[src/hdl/gpm_pkg.sv]
// Functional notes
// path held off after insertion until OPEN_CIRCUIT_VOLTAGE done
// config bit inverts path output sense
// code 1: path off outside inhibit limits
// path back on inside limits narrowed by hysteresis
// presence pin tristated; high absent, low present
// presence pin polled once a second
// thermistor near 2.5 V means battery absent
// select bit picks thermistor, else on-chip sensor
// charge overtemp: limit held for duration, current above threshold
// charge duration 0 disables; clears at release level
// discharge overtemp: limit held, current at or below minus threshold
// discharge duration 0 disables; clears at release level
// charging ends: 2 taper windows, capacity over 0.25 mAh, voltage high
// termination with fill bit loads remaining with full capacity
// charging voltage 4200 mV by default, writable
// codes 0 and 2: charging temperature only on host request
// four power modes; normal when no other active
// sleep when enabled and current below sleep level, after calibration
// sleep ends on current above level or wake trip
// sleep may hold data line low up to 4 ms
// adapter, no battery: await; then OPEN_CIRCUIT_VOLTAGE, path, profile
// await mode services host commands, then waits again
// pin function codes 0/0, 0/1, 1/0; default 1
// polarity bit 0 by default, active-low enable
// wake comparator off when both sense bits 0
// signed measurements, configurable limits, compared per update tick
package gpm_pkg;
   // clock and time figures
   localparam int unsigned CLK_KHZ = 125000;
   localparam int unsigned POLL_PERIOD_MS = 1000;
   localparam int unsigned STALL_MAX_MS = 4;
   localparam int unsigned POLL_CYC = CLK_KHZ * POLL_PERIOD_MS;
   localparam int unsigned STALL_CYC = CLK_KHZ * STALL_MAX_MS;
   // register indices, byte address is four times the index
   localparam logic [3:0] IDX_CFG = 4'h0;
   localparam logic [3:0] IDX_INHIBIT = 4'h1;
   localparam logic [3:0] IDX_HYS_SLEEP = 4'h2;
   localparam logic [3:0] IDX_OTC_LIM = 4'h3;
   localparam logic [3:0] IDX_OTC_TIME = 4'h4;
   localparam logic [3:0] IDX_OTD_LIM = 4'h5;
   localparam logic [3:0] IDX_OTD_TIME = 4'h6;
   localparam logic [3:0] IDX_TAPER = 4'h7;
   localparam logic [3:0] IDX_CHG_VOLT = 4'h8;
   localparam logic [3:0] IDX_STATUS = 4'h9;
   localparam logic [3:0] IDX_LAST_RW = 4'h8;
   // configuration bit positions
   localparam int CFG_EXT_THERMISTOR_SEL = 0;
   localparam int CFG_POL = 2;
   localparam int CFG_CAPACITY_FILL_ON_TERM = 4;
   localparam int CFG_SLEEP = 5;
   localparam int CFG_RSNS_LO = 8;
   localparam int CFG_RSNS_HI = 9;
   localparam int CFG_WAKE_LEVEL_SEL = 10;
   localparam int CFG_PFC_LO = 11;
   localparam int CFG_PFC_HI = 12;
   localparam logic [31:0] CFG_MASK = 32'h00001f35;
   localparam logic [31:0] CFG_RST = 32'h00000931;
   localparam logic [31:0] CHG_VOLT_RST = 32'h00001068;
   // pin function codes
   localparam logic [1:0] PFC0 = 2'h0;
   localparam logic [1:0] PFC1 = 2'h1;
   localparam logic [1:0] PFC2 = 2'h2;
   // capacity change per window, 0.01 mAh units
   localparam logic signed [15:0] CAP_MIN = 16'sh0019;
   localparam logic [1:0] TAPER_WINDOWS = 2'h2;
   // status bit positions
   localparam int ST_MODE = 0;
   localparam int ST_CHG = 3;
   localparam int ST_OTC = 4;
   localparam int ST_OTD = 5;
   localparam int ST_INHIBIT = 6;
   localparam int ST_PRESENT = 7;
   localparam int ST_PATH = 8;
   localparam int ST_STALL = 9;
   localparam int ST_ADAPTER = 10;
   localparam int ST_INIT = 11;

   typedef enum logic [2:0] {
      M_NORMAL, M_CALIB, M_SLEEP, M_HIBER, M_AWAIT, M_SERVICE, M_OCV
   } gpm_mode_t;

   // picks the low or high signed half of a register word
   function automatic logic signed [15:0] half(input logic [31:0] w, input logic hi);
      return hi ? w[31:16] : w[15:0];
   endfunction
endpackage

[src/hdl/gpm_tick_div.sv]
`timescale 1ns/10ps
module gpm_tick_div #(
   parameter int unsigned DIV = gpm_pkg::POLL_CYC
) (
   input wire logic ref_clk, // device clock
   input wire logic rst, // synchronous reset, high
   output logic tick // one-cycle enable every DIV cycles
);
   typedef struct packed {
      logic [31:0] cnt;
      logic tick;
   } gpm_div_state_t;

   gpm_div_state_t s;
   gpm_div_state_t next_s;

   ////////////////////////////////////////////////////////////
   // free-running divider, tick on wrap
   always_comb begin
      next_s = s;
      next_s.tick = 1'b0;
      if (s.cnt == 32'(DIV - 1)) begin
         next_s.cnt = '0;
         next_s.tick = 1'b1;
      end else begin
         next_s.cnt = s.cnt + 32'h1;
      end
   end

   always_ff @(posedge ref_clk) begin
      if (rst) begin
         s <= '0;
      end else begin
         s <= next_s;
      end
   end

   assign tick = s.tick;
endmodule

[src/hdl/gpm_ot_flag.sv]
`timescale 1ns/10ps
module gpm_ot_flag (
   input wire logic ref_clk, // device clock
   input wire logic rst, // synchronous reset, high
   input wire logic tick, // measurement update
   input wire logic active, // charging or discharging phase
   input wire logic cur_ok, // current condition met
   input wire logic signed [15:0] temp, // current temperature
   input wire logic signed [15:0] limit, // set threshold
   input wire logic signed [15:0] release_lvl, // clear threshold
   input wire logic [15:0] duration, // ticks to persist, 0 disables
   output logic flag // overtemperature flag
);
   typedef struct packed {
      logic [15:0] cnt;
      logic flag;
   } gpm_ot_state_t;

   gpm_ot_state_t s;
   gpm_ot_state_t next_s;

   ////////////////////////////////////////////////////////////
   // persistence count; zero duration forces the flag off at once
   always_comb begin
      next_s = s;
      if (duration == 16'h0) begin
         next_s = '0; // see R10
      end else if (tick) begin
         if (s.flag) begin
            if (temp <= release_lvl) begin
               next_s.flag = 1'b0; // see R10
            end
         end else if (active && cur_ok && temp >= limit) begin
            next_s.cnt = s.cnt + 16'h1;
            if (s.cnt + 16'h1 >= duration) begin
               next_s.flag = 1'b1; // see R9
               next_s.cnt = '0;
            end
         end else begin
            next_s.cnt = '0; // a break restarts the period
         end
      end
   end

   always_ff @(posedge ref_clk) begin
      if (rst) begin
         s <= '0;
      end else begin
         s <= next_s;
      end
   end

   assign flag = s.flag;
endmodule

[src/hdl/gpm_ctrl.sv]
`timescale 1ns/10ps
module gpm_ctrl #(
   parameter int unsigned POLL_CYC = gpm_pkg::POLL_CYC,
   parameter int unsigned STALL_CYC = gpm_pkg::STALL_CYC
) (
   input wire logic ref_clk, // device clock
   input wire logic rst, // synchronous reset, high
   input wire logic hsel, // bus select
   input wire logic [31:0] haddr, // bus address
   input wire logic [1:0] htrans, // transfer type
   input wire logic hwrite, // write when high
   input wire logic [2:0] hsize, // transfer size
   input wire logic [31:0] hwdata, // write data
   input wire logic hready, // bus ready in
   output logic [31:0] hrdata, // read data
   output logic hreadyout, // slave ready
   output logic hresp, // always okay
   input wire logic meas_tick, // measurement update pulse
   input wire logic signed [15:0] temp_ext, // thermistor temperature
   input wire logic signed [15:0] temp_int, // on-chip temperature
   input wire logic signed [15:0] avg_current, // average current
   input wire logic signed [15:0] voltage, // cell voltage, mV
   input wire logic therm_open, // thermistor near 2.5 V
   input wire logic ocv_done, // OPEN_CIRCUIT_VOLTAGE reading complete pulse
   input wire logic calib_done, // offset calibration done pulse
   input wire logic window_tick, // end of taper window pulse
   input wire logic signed [15:0] cap_change, // capacity change in window
   input wire logic [15:0] full_capacity, // full charge capacity
   input wire logic wake_cmp, // wake comparator trip
   input wire logic host_cmd, // host command pending
   input wire logic cmd_done, // host command serviced pulse
   input wire logic host_temp_req, // host asks for temperature
   input wire logic hibernate_req, // hibernate entry qualified
   input wire logic sda_start, // host transaction start seen
   input wire logic adapter_in, // adapter present pin
   input wire logic presence_detect_pin_in, // presence pin level
   output logic presence_detect_pin_out, // presence pin drive value
   output logic presence_detect_pin_oe_n, // presence pin enable, low drives
   output logic sda_out, // data line drive value
   output logic sda_oe_n, // data line enable, low drives
   output logic power_path_enable_out, // power-path pin level
   output logic [2:0] wake_level_sel, // wake threshold select
   output logic ocv_start, // start OPEN_CIRCUIT_VOLTAGE reading pulse
   output logic calib_start, // start offset calibration pulse
   output logic profile_start, // start profile selection pulse
   output logic temp_sample, // temperature sampled pulse
   output logic rm_load, // remaining capacity load pulse
   output logic [15:0] rm_value // remaining capacity value
);
   typedef struct packed {
      logic [8:0][31:0] regs;
      logic [31:0] rdata;
      logic wr_pend;
      logic [3:0] wr_idx;
      gpm_pkg::gpm_mode_t mode;
      logic pres_s1;
      logic pres_s2;
      logic adp_s1;
      logic adp_s2;
      logic present;
      logic init_done;
      logic inhibit;
      logic chg;
      logic term_hold;
      logic [1:0] taper_cnt;
      logic signed [15:0] temp;
      logic stall;
      logic [18:0] stall_cnt;
      logic ocv_start;
      logic calib_start;
      logic profile_start;
      logic temp_sample;
      logic rm_load;
      logic [15:0] rm_value;
      logic path_out;
   } gpm_ctrl_state_t;

   gpm_ctrl_state_t s;
   gpm_ctrl_state_t next_s;
   logic poll_tick;
   logic charge_overtemp_flag;
   logic discharge_overtemp_flag;
   logic [31:0] cfg;
   logic [1:0] pin_function_code;
   logic signed [15:0] inh_lo;
   logic signed [15:0] inh_hi;
   logic signed [15:0] hys;
   logic signed [15:0] sleep_cur;
   logic signed [15:0] chg_thr;
   logic signed [15:0] dsg_thr;
   logic signed [15:0] taper_cur;
   logic signed [15:0] taper_volt;
   logic signed [15:0] chg_volt;
   logic wake_en;
   logic bus_take;
   logic [31:0] status;

   ////////////////////////////////////////////////////////////
   // config fields from register words
   assign cfg = s.regs[gpm_pkg::IDX_CFG];
   assign pin_function_code = {cfg[gpm_pkg::CFG_PFC_HI], cfg[gpm_pkg::CFG_PFC_LO]};
   assign inh_lo = gpm_pkg::half(s.regs[gpm_pkg::IDX_INHIBIT], 1'b0);
   assign inh_hi = gpm_pkg::half(s.regs[gpm_pkg::IDX_INHIBIT], 1'b1);
   assign hys = gpm_pkg::half(s.regs[gpm_pkg::IDX_HYS_SLEEP], 1'b0);
   assign sleep_cur = gpm_pkg::half(s.regs[gpm_pkg::IDX_HYS_SLEEP], 1'b1);
   assign chg_thr = gpm_pkg::half(s.regs[gpm_pkg::IDX_OTC_TIME], 1'b1);
   assign dsg_thr = gpm_pkg::half(s.regs[gpm_pkg::IDX_OTD_TIME], 1'b1);
   assign taper_cur = gpm_pkg::half(s.regs[gpm_pkg::IDX_TAPER], 1'b0);
   assign taper_volt = gpm_pkg::half(s.regs[gpm_pkg::IDX_TAPER], 1'b1);
   assign chg_volt = gpm_pkg::half(s.regs[gpm_pkg::IDX_CHG_VOLT], 1'b0);
   // no sense resistor selected means no wake comparator trip; current above the sleep level still wakes
   assign wake_en = cfg[gpm_pkg::CFG_RSNS_HI] | cfg[gpm_pkg::CFG_RSNS_LO];
   assign wake_level_sel = {cfg[gpm_pkg::CFG_RSNS_HI], cfg[gpm_pkg::CFG_RSNS_LO], cfg[gpm_pkg::CFG_WAKE_LEVEL_SEL]};

   // address phase accepted only for word transfers
   assign bus_take = hsel && htrans[1] && hready && (hsize == 3'h2);

   ////////////////////////////////////////////////////////////
   // presence poll and overtemperature flags
   gpm_tick_div #(
      .DIV(POLL_CYC)
   ) u_poll (
      .ref_clk(ref_clk),
      .rst(rst),
      .tick(poll_tick)
   );

   gpm_ot_flag u_otc (
      .ref_clk(ref_clk),
      .rst(rst),
      .tick(meas_tick),
      .active(s.chg),
      .cur_ok(avg_current > chg_thr),
      .temp(s.temp),
      .limit(gpm_pkg::half(s.regs[gpm_pkg::IDX_OTC_LIM], 1'b0)),
      .release_lvl(gpm_pkg::half(s.regs[gpm_pkg::IDX_OTC_LIM], 1'b1)),
      .duration(s.regs[gpm_pkg::IDX_OTC_TIME][15:0]),
      .flag(charge_overtemp_flag)
   );

   gpm_ot_flag u_otd (
      .ref_clk(ref_clk),
      .rst(rst),
      .tick(meas_tick),
      .active(!s.chg),
      .cur_ok(avg_current <= 16'(-dsg_thr)),
      .temp(s.temp),
      .limit(gpm_pkg::half(s.regs[gpm_pkg::IDX_OTD_LIM], 1'b0)),
      .release_lvl(gpm_pkg::half(s.regs[gpm_pkg::IDX_OTD_LIM], 1'b1)),
      .duration(s.regs[gpm_pkg::IDX_OTD_TIME][15:0]),
      .flag(discharge_overtemp_flag)
   );

   ////////////////////////////////////////////////////////////
   // read-only status word
   always_comb begin
      status = '0;
      status[gpm_pkg::ST_MODE +: 3] = s.mode;
      status[gpm_pkg::ST_CHG] = s.chg;
      status[gpm_pkg::ST_OTC] = charge_overtemp_flag;
      status[gpm_pkg::ST_OTD] = discharge_overtemp_flag;
      status[gpm_pkg::ST_INHIBIT] = s.inhibit;
      status[gpm_pkg::ST_PRESENT] = s.present;
      status[gpm_pkg::ST_PATH] = s.path_out;
      status[gpm_pkg::ST_STALL] = s.stall;
      status[gpm_pkg::ST_ADAPTER] = s.adp_s2;
      status[gpm_pkg::ST_INIT] = s.init_done;
   end

   ////////////////////////////////////////////////////////////
   // next-state logic for the whole block
   always_comb begin
      next_s = s;
      next_s.ocv_start = 1'b0;
      next_s.calib_start = 1'b0;
      next_s.profile_start = 1'b0;
      next_s.temp_sample = 1'b0;
      next_s.rm_load = 1'b0;

      // pin synchronisers, first stage feeds only the second
      next_s.pres_s1 = presence_detect_pin_in;
      next_s.pres_s2 = s.pres_s1;
      next_s.adp_s1 = adapter_in;
      next_s.adp_s2 = s.adp_s1;

      // bus data phase: write lands first so a following read sees it
      next_s.wr_pend = 1'b0;
      if (s.wr_pend && s.wr_idx <= gpm_pkg::IDX_LAST_RW) begin
         if (s.wr_idx == gpm_pkg::IDX_CFG) begin
            next_s.regs[s.wr_idx] = hwdata & gpm_pkg::CFG_MASK;
         end else begin
            next_s.regs[s.wr_idx] = hwdata;
         end
      end
      if (bus_take) begin
         next_s.wr_pend = hwrite;
         next_s.wr_idx = haddr[5:2];
         next_s.rdata = '0; // unmapped reads return zero
         if (haddr[31:6] == 26'h0) begin
            if (haddr[5:2] <= gpm_pkg::IDX_LAST_RW) begin
               next_s.rdata = next_s.regs[haddr[5:2]];
            end else if (haddr[5:2] == gpm_pkg::IDX_STATUS) begin
               next_s.rdata = status;
            end
         end
         if (haddr[31:6] != 26'h0) begin
            next_s.wr_pend = 1'b0; // out-of-range writes dropped
         end
      end

      // presence poll: pin is only listened to, low means a battery
      if (poll_tick) begin
         next_s.present = !s.pres_s2 && !therm_open; // see R5 see R6
      end

      // temperature source and when sampling is allowed
      if (host_temp_req || (meas_tick && !(s.chg && pin_function_code != gpm_pkg::PFC1))) begin
         next_s.temp_sample = 1'b1;
         next_s.temp = cfg[gpm_pkg::CFG_EXT_THERMISTOR_SEL] ? temp_ext : temp_int;
      end

      // charge inhibit window with hysteresis, only in code 1
      if (pin_function_code != gpm_pkg::PFC1) begin
         next_s.inhibit = 1'b0;
      end else if (meas_tick) begin
         if (!s.inhibit && (s.temp < inh_lo || s.temp > inh_hi)) begin
            next_s.inhibit = 1'b1;
         end else if (s.inhibit && s.temp >= 16'(inh_lo + hys) && s.temp <= 16'(inh_hi - hys)) begin
            next_s.inhibit = 1'b0;
         end
      end

      // charging flag; termination holds it off until current falls
      if (meas_tick) begin
         if (!s.chg && !s.term_hold && avg_current > chg_thr) begin
            next_s.chg = 1'b1;
            next_s.taper_cnt = '0;
         end
         if (s.term_hold && avg_current <= chg_thr) begin
            next_s.term_hold = 1'b0;
         end
      end
      if (window_tick && s.chg) begin
         if (avg_current < taper_cur && cap_change > gpm_pkg::CAP_MIN) begin
            if (s.taper_cnt != gpm_pkg::TAPER_WINDOWS) begin
               next_s.taper_cnt = s.taper_cnt + 2'h1;
            end
         end else begin
            next_s.taper_cnt = '0; // windows must be consecutive
         end
         if (next_s.taper_cnt == gpm_pkg::TAPER_WINDOWS && voltage > 16'(chg_volt - taper_volt)) begin
            next_s.chg = 1'b0;
            next_s.term_hold = 1'b1;
            next_s.taper_cnt = '0;
            if (cfg[gpm_pkg::CFG_CAPACITY_FILL_ON_TERM]) begin
               next_s.rm_load = 1'b1;
               next_s.rm_value = full_capacity;
            end
         end
      end

      // power mode machine
      case (s.mode)
         gpm_pkg::M_AWAIT: begin
            if (host_cmd) begin
               next_s.mode = gpm_pkg::M_SERVICE;
            end else if (s.present) begin
               next_s.mode = gpm_pkg::M_OCV;
               next_s.ocv_start = 1'b1;
            end
         end
         gpm_pkg::M_SERVICE: begin
            if (cmd_done) begin
               next_s.mode = gpm_pkg::M_AWAIT;
            end
         end
         gpm_pkg::M_OCV: begin
            if (ocv_done) begin
               next_s.init_done = 1'b1;
               next_s.profile_start = 1'b1;
               next_s.mode = gpm_pkg::M_NORMAL;
            end
         end
         gpm_pkg::M_NORMAL: begin
            if (hibernate_req) begin
               next_s.mode = gpm_pkg::M_HIBER;
            end else if (meas_tick && cfg[gpm_pkg::CFG_SLEEP] && avg_current < sleep_cur) begin
               next_s.mode = gpm_pkg::M_CALIB;
               next_s.calib_start = 1'b1;
            end
         end
         gpm_pkg::M_CALIB: begin
            if (calib_done) begin
               next_s.mode = gpm_pkg::M_SLEEP;
            end
         end
         gpm_pkg::M_SLEEP: begin
            if ((meas_tick && avg_current > sleep_cur) || (wake_cmp && wake_en)) begin
               next_s.mode = gpm_pkg::M_NORMAL;
            end
         end
         gpm_pkg::M_HIBER: begin
            if (host_cmd) begin
               next_s.mode = gpm_pkg::M_NORMAL;
            end
         end
         default: begin
            next_s.mode = gpm_pkg::M_NORMAL;
         end
      endcase

      // battery loss drops initialisation; with an adapter, wait
      if (!s.present) begin
         next_s.init_done = 1'b0;
         if (s.adp_s2 && s.mode != gpm_pkg::M_AWAIT && s.mode != gpm_pkg::M_SERVICE) begin
            next_s.mode = gpm_pkg::M_AWAIT;
         end
      end else if (!s.init_done && s.mode != gpm_pkg::M_OCV && s.mode != gpm_pkg::M_AWAIT
                   && s.mode != gpm_pkg::M_SERVICE) begin
         next_s.mode = gpm_pkg::M_OCV;
         next_s.ocv_start = 1'b1;
      end

      // data-line stall in sleep; bounded so the host never waits long
      if (s.stall) begin
         next_s.stall_cnt = s.stall_cnt + 19'h1;
         if (s.stall_cnt == 19'(STALL_CYC - 1) || s.mode != gpm_pkg::M_SLEEP) begin
            next_s.stall = 1'b0;
         end
      end else if (s.mode == gpm_pkg::M_SLEEP && sda_start) begin
         next_s.stall = 1'b1;
         next_s.stall_cnt = '0;
      end

      // enable needs a finished OPEN_CIRCUIT_VOLTAGE, a battery and no inhibit
      next_s.path_out = (next_s.init_done && next_s.present && !next_s.inhibit)
                        ^ !cfg[gpm_pkg::CFG_POL]; // see R1 see R2 see R24
   end

   ////////////////////////////////////////////////////////////
   // state register with constant reset values
   always_ff @(posedge ref_clk) begin
      if (rst) begin
         s <= '0;
         s.regs[gpm_pkg::IDX_CFG] <= gpm_pkg::CFG_RST;
         s.regs[gpm_pkg::IDX_CHG_VOLT] <= gpm_pkg::CHG_VOLT_RST;
         s.mode <= gpm_pkg::M_AWAIT;
         s.path_out <= 1'b1; // disabled at default polarity
      end else begin
         s <= next_s;
      end
   end

   ////////////////////////////////////////////////////////////
   // outputs
   assign hrdata = s.rdata;
   assign hreadyout = 1'b1; // zero wait states
   assign hresp = 1'b0;
   assign presence_detect_pin_out = 1'b0;
   assign presence_detect_pin_oe_n = 1'b1; // never driven
   assign sda_out = 1'b0;
   assign sda_oe_n = !s.stall;
   assign power_path_enable_out = s.path_out;
   assign ocv_start = s.ocv_start;
   assign calib_start = s.calib_start;
   assign profile_start = s.profile_start;
   assign temp_sample = s.temp_sample;
   assign rm_load = s.rm_load;
   assign rm_value = s.rm_value;
endmodule

[config.mk]
export PLATFORM = sky130hd
export DESIGN_NAME = gpm_ctrl
export DESIGN_NICKNAME = d
export VERILOG_FILES = /design/src/hdl/gpm_pkg.sv /design/src/hdl/gpm_tick_div.sv /design/src/hdl/gpm_ot_flag.sv /design/src/hdl/gpm_ctrl.sv
export SDC_FILE = /design/constraint.sdc
export NUM_CORES = 1
export LEC_CHECK = 0
export ABC_CLOCK_PERIOD_IN_PS = 6900
export BUFFER_PORTS_ARGS = -buffer_cell sky130_fd_sc_hd__buf_2
export CAP_MARGIN = 20
export CORE_ASPECT_RATIO = 0.5
export CORE_MARGIN = 1.5
export CORE_UTILIZATION = 50
export CTS_BUF_LIST = sky130_fd_sc_hd__clkbuf_16
export DETAILED_ROUTE_END_ITERATION = 10
export GPL_TIMING_DRIVEN = 1
export HOLD_SLACK_MARGIN = 0.12
export PLACE_DENSITY = 0.79
export SETUP_SLACK_MARGIN = 0.05
export SLEW_MARGIN = 20
export SYNTH_ARGS = -nofsm -noshare
export SYNTH_HDL_FRONTEND = slang
export SYNTH_SLANG_ARGS = --single-unit
[constraint.sdc]
create_clock -name ref_clk -period 6.9 [get_ports ref_clk]
set_clock_uncertainty 0.2 [all_clocks]
set_input_delay 0.345 -clock ref_clk [delete_from_list [all_inputs] [get_ports ref_clk]]
set_output_delay 0.345 -clock ref_clk [all_outputs]
set_load 0.05 [all_outputs]
---- Word level (Yosys, flattened, before mapping) ----
Cells that the tools add are included.
word-level totals
  register bits ........................... 464
  bits in latches ......................... 0
  bits in writable memories ............... 0
  memory bits (read-only) ................. 0
  memories ................................ 0
operators by class
  $add $sub $neg .......................... 9
  multiply operators ...................... 0
  div/mod/pow operators ................... 0
  magnitude comparators ................... 23
  equality and inequality tests ........... 17
  shift-type cells ........................ 0
  muxes and demuxes ....................... 65
  bitwise logic cells ..................... 9
  reduce and logical (&&, ||, !) cells .... 64
operators by type and width
  cell                     count
  $bwmux W288              2
  $mux W288                2
  $bmux W32 S4             1
  $demux W32 S4            1
  $mux W32                 4
  $ge A16 B16 Y1           5
  $le A16 B16 Y1           5
  $gt A16 B16 Y1           4
  $mux W17                 3
  $lt A16 B16 Y1           3
  $mux W16                 3
  $mux W20                 2
  $mux W3                  12
  $logic_and A1 B1 Y1      33
  $add A16 B1 Y16 const B  2
  $add A32 B1 Y32 const B  1
  $eq A32 B27 Y1 const B   1
  $logic_not A16 Y1        2
  $sub A16 B16 Y16         2
  $logic_not A26 Y1        1
  $mux W1                  26
  $reduce_bool A26 Y1      1
  $pmux W3 S7              1
  $add A19 B1 Y19 const B  1
  32 further kinds         69

---- Logic depth before layout (Yosys ltp) ----
Gate-level depths: netlist (run 1).
  depth after elaboration ................. 12
  gate-level depth with buffers ........... 23
  depth with buffers taken out ............ 21

---- Modules after synthesis ----
A second synthesis (run 1) with hierarchy kept.
second synthesis, totals
  cell total of the unflattened synthesis .. 3293
  area, all modules ....................... 29251.8 sq um
modules (own cells, without submodules)
  module        times used  cells an instance  area an instance (sq um)  seq. area each (sq um)
  gpm_ctrl      1           2574               23339.9                   7947.6
  gpm_ot_flag   2           270                2188.3                    340.3
  gpm_tick_div  1           179                1535.2                    660.6

---- Worst setup path after synthesis (run 1) ----
Ideal clock, no wire load.
  path type ............................... register -> register
  from .................................... register s, in the netlist chg_volt[0]
  to ...................................... register s, in the netlist rm_value[10]
  arrival time ............................ 3960 ps
  required time ........................... 6572 ps
  setup slack ............................. 2612 ps
  cell stages (with the launch flop) ...... 23
  path buffers ............................ 2
  clock period less this slack ............ 4288 ps
  path through ............................ dfxtp_1 inv_1 ha_1 inv_1 fa_1 a21o_1 a21oi_1 o21ai_0 nand2_1 o2111ai_1 a31o_2 a21oi_1 xor2_1 ha_1 nand4_1 nor3_1 a2111oi_0 nand4b_1 a211o_1 buf_6 buf_6 mux2i_1 nor2_1
between the ends
  longest elaborated chain between the ends .. 4
RTL lines
  what                         RTL line         text
  from (decl)                  gpm_ctrl.sv:78   gpm_ctrl_state_t s;
  from (signal assigned)       gpm_ctrl.sv:350  s <= next_s;
  $sub A16 B16 Y16             gpm_ctrl.sv:251  if (next_s.taper_cnt == gpm_pkg::TAPER_WINDOWS && voltage > 16'(chg_volt - taper_volt)) begin
  $gt A16 B16 Y1               gpm_ctrl.sv:251
  $logic_and A1 B1 Y1          gpm_ctrl.sv:251
  $reduce_and A3 Y1 (no line)  -
Every way passes these cells.
A chain may end at the register's enable or synchronous reset.

---- Final worst setup path (run 1) ----
  from .................................... register s, in the netlist chg_volt[0]
  to ...................................... register s, in the netlist rm_value[15]
Same word-level chain as after synthesis.

==> flow_summary_export.csv, run 1 <==
group,metric,value,unit
placement,dp_hpwl,67900,um
logic_synthesis,ys_warn_count,0,
floorplan,dieHeight,174,um
sta,final_max_slew_viol_count,0,
flow_run,drv_cap,0,
floorplan,die_area,60000,um^2
power,total_leakage_power,13.7,nW
sta,fmax,0.172,GHz
routing,vias,27141,
sta,max-slew-margin-rel,0.223,
clocking,post_cts_buffers,0,
floorplan,initial_utilization,0.508,
logic_synthesis,yosys-top-cells-area,"dfxtp_1 32%, ha_1 12%, mux2i_1 7.5%, nor2_1 6.1%, a21oi_1 4.0%",
cells_and_area,antennaDiodeCount,0,
routing,wl,95100,um
worst_hold_path,hold_path_class,"primary input to flop",
floorplan,rows,62,
cells_and_area,fill_cells,4999,
routing,detail_route.wl_per_cell,21.4,um
placement,portBuffers,236,
placement,dp.cells,4271,
global_routing,grt_antenna_before_repair,0,
power,power_density,175,nW/um^2
clocking,clockBufferDepth,3,
floorplan,design.core.area,57600,um^2
logic_synthesis,avgSynthCellArea,8.41,um^2
logic_synthesis,synthCells,3479,
sta,post-route-period-util,0.842,
cells_and_area,drive_above_1_share,0.114,
global_routing,grt_max_degree,127,
cells_and_area,layout_common_cells,"476 x nor2_1, 463 x dfxtp_1, 288 x ha_1",
clocking,cts.sinks,464,
logic_synthesis,synthesis.area,29200,um^2
power,ir_drop,0.166,mV
logic_synthesis,yosys.area.top_type_share,0.318,
cells_and_area,area_growth,11.9,%
run_status,outcome,"complete, no violations",
logic_synthesis,yosys_register_bits,464,
routing,antenna_left,0,
logic_synthesis,ys_types,85,
floorplan,io_pins,246,
logic_synthesis,synth_edf_count,0,
setup_path,rrSetupSlack,1.09,ns
routing,dr.pass1.iters,7,
sta,hold_viol,0,
cells_and_area,multi_input_area,17900,um^2
clocking,cts.clk_slew.worst_paths,0.07,ns
cells_and_area,final_cells,4442,
global_routing,first_global_vias,25944,
setup_path,worstPathArrival,6.04,ns
setup_path,reg2reg_from,"chg_volt[0]",
clocking,cts_buffers,45,
sta,fin_crit,5.81,ns
routing,first_iter_violations,3175,
global_routing,grt_pass1_wl,146000,um
setup_path,critPathKind,"flop to flop",
logic_synthesis,ys.flop_type,"dfxtp_1",
logic_synthesis,synth-async-reset-ratio,0,
setup_path,path_max_fanout,17,
cells_and_area,fin_nets,4118,
sta,rsz0062_at_grt,"no",
worst_hold_path,hold_depth,6,
global_routing,grt_remaining_overflow,0,
setup_path,reg2regPathDepth,20,
worst_hold_path,hold_path.startpoint,"calib_done",
sta,fin_setup_tns,0,ns
logic_synthesis,yosysSeqAreaShare,0.318,
setup_path,startpoint_type,"flop",
cells_and_area,register_area,9290,um^2
clocking,clk_latency,0.59,ns
routing,drc,0,
clocking,cts-root-buf,"clkbuf_16",
floorplan,chipWidth,345,um
setup_path,worstPathRequired,7.13,ns
worst_hold_path,hold_end,"s[69]",
clocking,htree_levels,2,
cells_and_area,final_common_cell,"nor2_1",
clocking,tritoncts,"yes",
sta,tightest_slew,1.17,ns
setup_path,crit_path_end_kind,"flop",
setup_path,r2r-end,"rm_value[15]",
placement,gp_congestion,1.00,
routing,vias_per_cell,6.11,
logic_synthesis,synth_top_area_cell,"dfxtp_1",
cells_and_area,post-route-util,0.569,
global_routing,grt_usage,0.307,
sta,setup_viol_count_final,0,
==> power by group <==
part / leakage (nW) / switching [W] / internal [W]
registers: 3.74 / 0.0000505 / 0.00269
logic: 9.31 / 0.000364 / 0.000240
clock network: 0.690 / 0.00111 / 0.00129
total: 13.7 / 0.00152 / 0.00422
==> state kept, by name (all words and copies together) (netlist names), 2 cells and up <==
signal,count
u_otc.s,16
hrdata,32
inh_hi,16
u_poll.s,32
next_s,2
dsg_thr,16
u_otd.s,16
inh_lo,16
s,213
chg_volt,16
chg_thr,16
rm_value,16
hys,16
cfg,32
==> metal layers <==
layer	share of wire	up-vias	global-route usage
met5	0	-	0
met2	0.44	1393	0.486
met3	0.11	325	0.0762
li1	-	12551	-
met4	0.053	0	0.155
met1	0.40	12872	0.390
==> what timing repair did <==
action                                 in CTS  in global routing
gates resized for setup                     0                  0
endpoints found under the hold margin     244                  0
hold buffers                               94                  0
==> worst max path at each step <==
stage | from | endpoint | cells past startpoint
floorplan | chg_volt[0] | rm_value[10] | 22
global placement | chg_volt[0] | rm_value[2] | 20
detailed placement | chg_volt[0] | rm_value[4] | 20
CTS | chg_volt[0] | rm_value[4] | 20
global route | chg_volt[0] | rm_value[15] | 20
finish | chg_volt[0] | rm_value[15] | 20
==> cell type report <==
type                    instances  share of cell area
flip-flops and latches        464               0.284
well taps                     768              0.0294
repair buffers                356              0.0712
clock inverters                32             0.00661
clock buffers                  45              0.0344
multi-input cells            2539               0.547
inverters                     238              0.0273
==> metrics by stage <==
step                area [um^2]  power (W)  setup slack, ns  hold slack (ns)
floorplan                 29300    0.00311             2.61            0.214
global route              32700    0.00592            0.987            0.241
global placement          30500    0.00331             1.43            0.218
CTS                       32700    0.00573             1.33            0.145
finish                    32700    0.00574             1.09            0.180
detailed placement        30500    0.00333             1.34            0.227
==> worst max-delay path, cell delays in order, from the launching register on <==
cell       delay, ns
dfxtp_1         0.32
inv_1           0.05
ha_1            0.14
inv_1           0.05
fa_1            0.39
a21o_1          0.18
a21oi_1         0.32
o21ai_0         0.18
nand2_1         0.12
o2111ai_1       0.19
a31o_2          0.28
a21oi_1         0.18
xor2_1          0.18
ha_1            0.26
nand4_1         0.15
nor3_1          0.09
a2111oi_0       0.76
a31o_2          0.33
a211o_1         0.86
mux2i_1         0.33
nor2_1          0.06
==> cells in the mapped netlist, types with 22 or more instances <==
cell type,number
ha_1,288
inv_1,237
buf_4,61
nand3_1,111
nand4_1,43
a21oi_1,233
and3_1,94
and2_1,23
nor4_1,27
nor3_1,49
o21a_1,22
nand2_1,228
nand2b_1,29
mux2i_1,218
mux2_2,23
a21o_1,45
a211oi_1,56
xor2_1,68
o21ai_0,116
clkbuf_1,139
nor2b_1,35
nor2_1,476
mux4_2,41
a32o_1,27
xnor2_1,47
dfxtp_1,464
==> kinds of logic after synthesis <==
| group | count (synthesis) | share of synthesized area |
|---|---|---|
| buf+inv | 479 | 0.0712 |
| simple gates | 1182 | 0.191 |
| other cells | 2 | 0.000257 |
| fa+ha+maj | 291 | 0.125 |
| xor+xnor | 115 | 0.0344 |
| compound gates | 664 | 0.145 |
| mux | 282 | 0.115 |
| flops | 464 | 0.318 |
Power figures use the tool's default switching activity.
==> inputs of run 2 (changes only) <==
Settings changed: ABC_AREA from default to 1, ABC_CLOCK_PERIOD_IN_PS 6900 to 5600.
Clock period 6.9 ns to 5.6 ns, I/O delays scaled along.
==> flow_summary_export.csv, run 2 <==
group,metric,value,unit
logic_synthesis,synthTopCellsByCount,"1,055 x nand2_1, 561 x nor2_1, 531 x inv_1",
run_status,outcome,"complete, no violations",
placement,dp_hpwl,76900,um
setup_path,r2r-end,"u_otd.s[14]",
cells_and_area,post-route-util,0.577,
routing,vias_per_cell,5.77,
placement,portBuffers,236,
cells_and_area,fin_nets,5140,
clocking,clockBufferDepth,3,
sta,max-slew-margin-rel,0.254,
logic_synthesis,yosys_register_bits,464,
global_routing,first_global_vias,28784,
worst_hold_path,hold_path_class,"primary input to flop",
global_routing,grt_pass1_wl,161000,um
floorplan,rows,62,
sta,fmax,0.217,GHz
setup_path,reg2regPathDepth,21,
logic_synthesis,synth-async-reset-ratio,0,
logic_synthesis,synth_edf_count,0,
setup_path,path_max_fanout,17,
setup_path,crit_path_end_kind,"flop",
cells_and_area,layout_common_cells,"1,055 x nand2_1, 558 x nor2_1, 536 x inv_1",
logic_synthesis,synth_compound_area_frac,0.148,
power,ir_drop,0.219,mV
clocking,htree_levels,2,
floorplan,chipWidth,348,um
global_routing,use_met2,0.493,
logic_synthesis,synth_top_family_by_area,"simple AND/OR/NAND/NOR gates",
logic_synthesis,yosysSeqAreaShare,0.312,
sta,setup_viol_count_final,0,
setup_path,startpoint_type,"flop",
setup_path,reg2reg_from,"dsg_thr[0]",
routing,detail_route.wl_per_cell,19.5,um
setup_path,critPathKind,"flop to flop",
setup_path,cp-startpoint,"dsg_thr[0]",
routing,vias,31589,
floorplan,design.core.area,58100,um^2
routing,antenna_left,0,
sta,tightest_slew,1.12,ns
clocking,cts.clk_slew.worst_paths,0.06,ns
global_routing,grt_remaining_overflow,0,
logic_synthesis,yosys.area.top_type_share,0.312,
logic_synthesis,yosysMostFrequentCell,"nand2_1",
logic_synthesis,avgSynthCellArea,6.63,um^2
setup_path,crit_end,"u_otd.s[14]",
logic_synthesis,synth_top_area_cell,"dfxtp_1",
sta,fin_setup_tns,0,ns
global_routing,use_met3,0.104,
global_routing,busiest_layer,"met2",
global_routing,grt_antenna_before_repair,18,
floorplan,die_area,61100,um^2
setup_path,worstPathRequired,5.90,ns
cells_and_area,area_growth,12.6,%
cells_and_area,final_common_cell,"nand2_1",
clocking,cts-root-buf,"clkbuf_16",
floorplan,dieHeight,176,um
logic_synthesis,synthMuxAreaShare,0.00101,
logic_synthesis,synthCells,4488,
sta,fin_crit,4.61,ns
power,power_density,221,nW/um^2
cells_and_area,fill_cells,5298,
clocking,cts.sinks,464,
global_routing,grt_usage,0.338,
routing,dr.pass1.iters,8,
logic_synthesis,ys_types,53,
cells_and_area,largest_register_ffs,213,
global_routing,grt_max_degree,98,
sta,hold_viol,0,
worst_hold_path,hold_path.startpoint,"haddr[12]",
floorplan,io_pins,246,
placement,gp_congestion,0.981,
routing,drc,0,
clocking,clk_latency,0.58,ns
flow_run,drv_cap,0,
global_routing,gr-usage-met1,0.459,
sta,rsz0062_at_grt,"no",
sta,final_max_slew_viol_count,0,
logic_synthesis,synthSimpleGateAreaFrac,0.283,
cells_and_area,drive_above_1_share,0.0781,
sta,post-route-period-util,0.824,
cells_and_area,regMostFlops,"s",
power,total_leakage_power,15.1,nW
routing,wl,106000,um
floorplan,initial_utilization,0.512,
clocking,tritoncts,"yes",
routing,first_iter_violations,3929,
clocking,cts_buffers,46,
sta,timing.hold.ws,0.144,ns
logic_synthesis,synth_fa_ha_area_frac,0.123,
logic_synthesis,ys.flop_type,"dfxtp_1",
logic_synthesis,synth_xor_area_frac,0.0259,
setup_path,worstPathArrival,4.91,ns
logic_synthesis,ys_warn_count,0,
setup_path,rrSetupSlack,0.99,ns
logic_synthesis,yosys-top-cells-area,"dfxtp_1 31%, nand2_1 13%, ha_1 12%, nor2_1 7.1%, inv_1 6.7%",
logic_synthesis,synthesis.area,29800,um^2
run 2: cell types whose count changed in the layout (fill, tap and decap cells not counted), moves of 41 or more:
cell and change:
nand2_1 +828, inv_1 +291, mux2i_1 -215, o21ai_0 +166
a21oi_1 +107, nand3_1 +106, and3_1 -93, nor2_1 +82
o21ai_1 +63, a211oi_1 -47, a21o_1 -44, mux4_2 -41
run 2: area by class of cell:
type,count,area [um^2],share of cell area
clock buffer,46,1150,0.0343
inverter,536,2010,0.0600
multi-input combinational,3249,17400,0.518
clock inverter,33,297,0.00884
timing repair buffer,369,2450,0.0730
tap,768,961,0.0287
antenna,6,15.0,0.000448
sequential,464,9290,0.277
run 2: per-stage QoR:
step           instance area, um^2  setup slack [ns]  total power (W)  std cells
2_1_floorplan                29800              1.82          0.00390       4491
3_5_place_dp                 31000              1.06          0.00425       5283
3_3_place_gp                 31000              1.17          0.00423       5283
4_1_cts                      33500              1.05          0.00737       5465
5_1_grt                      33500             0.589          0.00763       5469
6_report                     33500             0.987          0.00742       5471
run 2: what timing repair did:
item / in CTS / in global routing
resized for setup: 0 / 0
hold buffers: 103 / 0
endpoints found under the hold margin: 304 / 0
setup buffers: 0 / 0
run 2: report_power, final:
group | switching, W | internal (W)
sequential | 0.0000543 | 0.00331
clock | 0.00141 | 0.00172
combinational | 0.000605 | 0.000314
total | 0.00207 | 0.00535
run 2: how the worst min path moves through the flow:
stage,end,slack (ns),cells past startpoint
2_1_floorplan,calib_start,0.16,1
3_3_place_gp,s[67],0.19,2
3_5_place_dp,s[65],0.20,2
4_1_cts,hrdata[11],0.14,8
5_1_grt,hrdata[11],0.18,8
6_report,hrdata[11],0.14,8
run 2: kinds of logic (layout without fill, tap and decap cells):
family | Yosys count | after routing
AOI/OAI and AO/OA | 812 | 812
xor gates and xnor gates | 88 | 88
muxes | 3 | 3
buffers and inverters | 778 | 984
adders and majority gates | 291 | 291
other | 2 | 11
and+or+nand+nor | 2050 | 2050
DFF | 464 | 464
run 2: critical path: stages (launching register included):
cell	delay, ns
dfxtp_1	0.34
inv_1	0.07
ha_1	0.18
nor3b_1	0.29
nand2_1	0.11
or3_1	0.35
nor2_1	0.18
nand3_1	0.14
nor3_1	0.26
nand3_1	0.13
xnor2_1	0.15
ha_1	0.28
nand2_1	0.07
nor4_1	0.39
nand2_1	0.13
nand2_1	0.08
nand2_1	0.05
nand3_1	0.14
nand2_1	0.08
nor2_2	0.58
nand3_1	0.16
a21oi_1	0.18
run 2: metal layers:
| layer | vias to the layer above | wire length, um | share of wire |
|---|---|---|---|
| met3 | 337 | 14800 | 0.14 |
| met5 | - | 97 | 0.00091 |
| li1 | 14941 | - | - |
| met4 | 16 | 5080 | 0.048 |
| met1 | 14516 | 43400 | 0.41 |
| met2 | 1779 | 43000 | 0.40 |
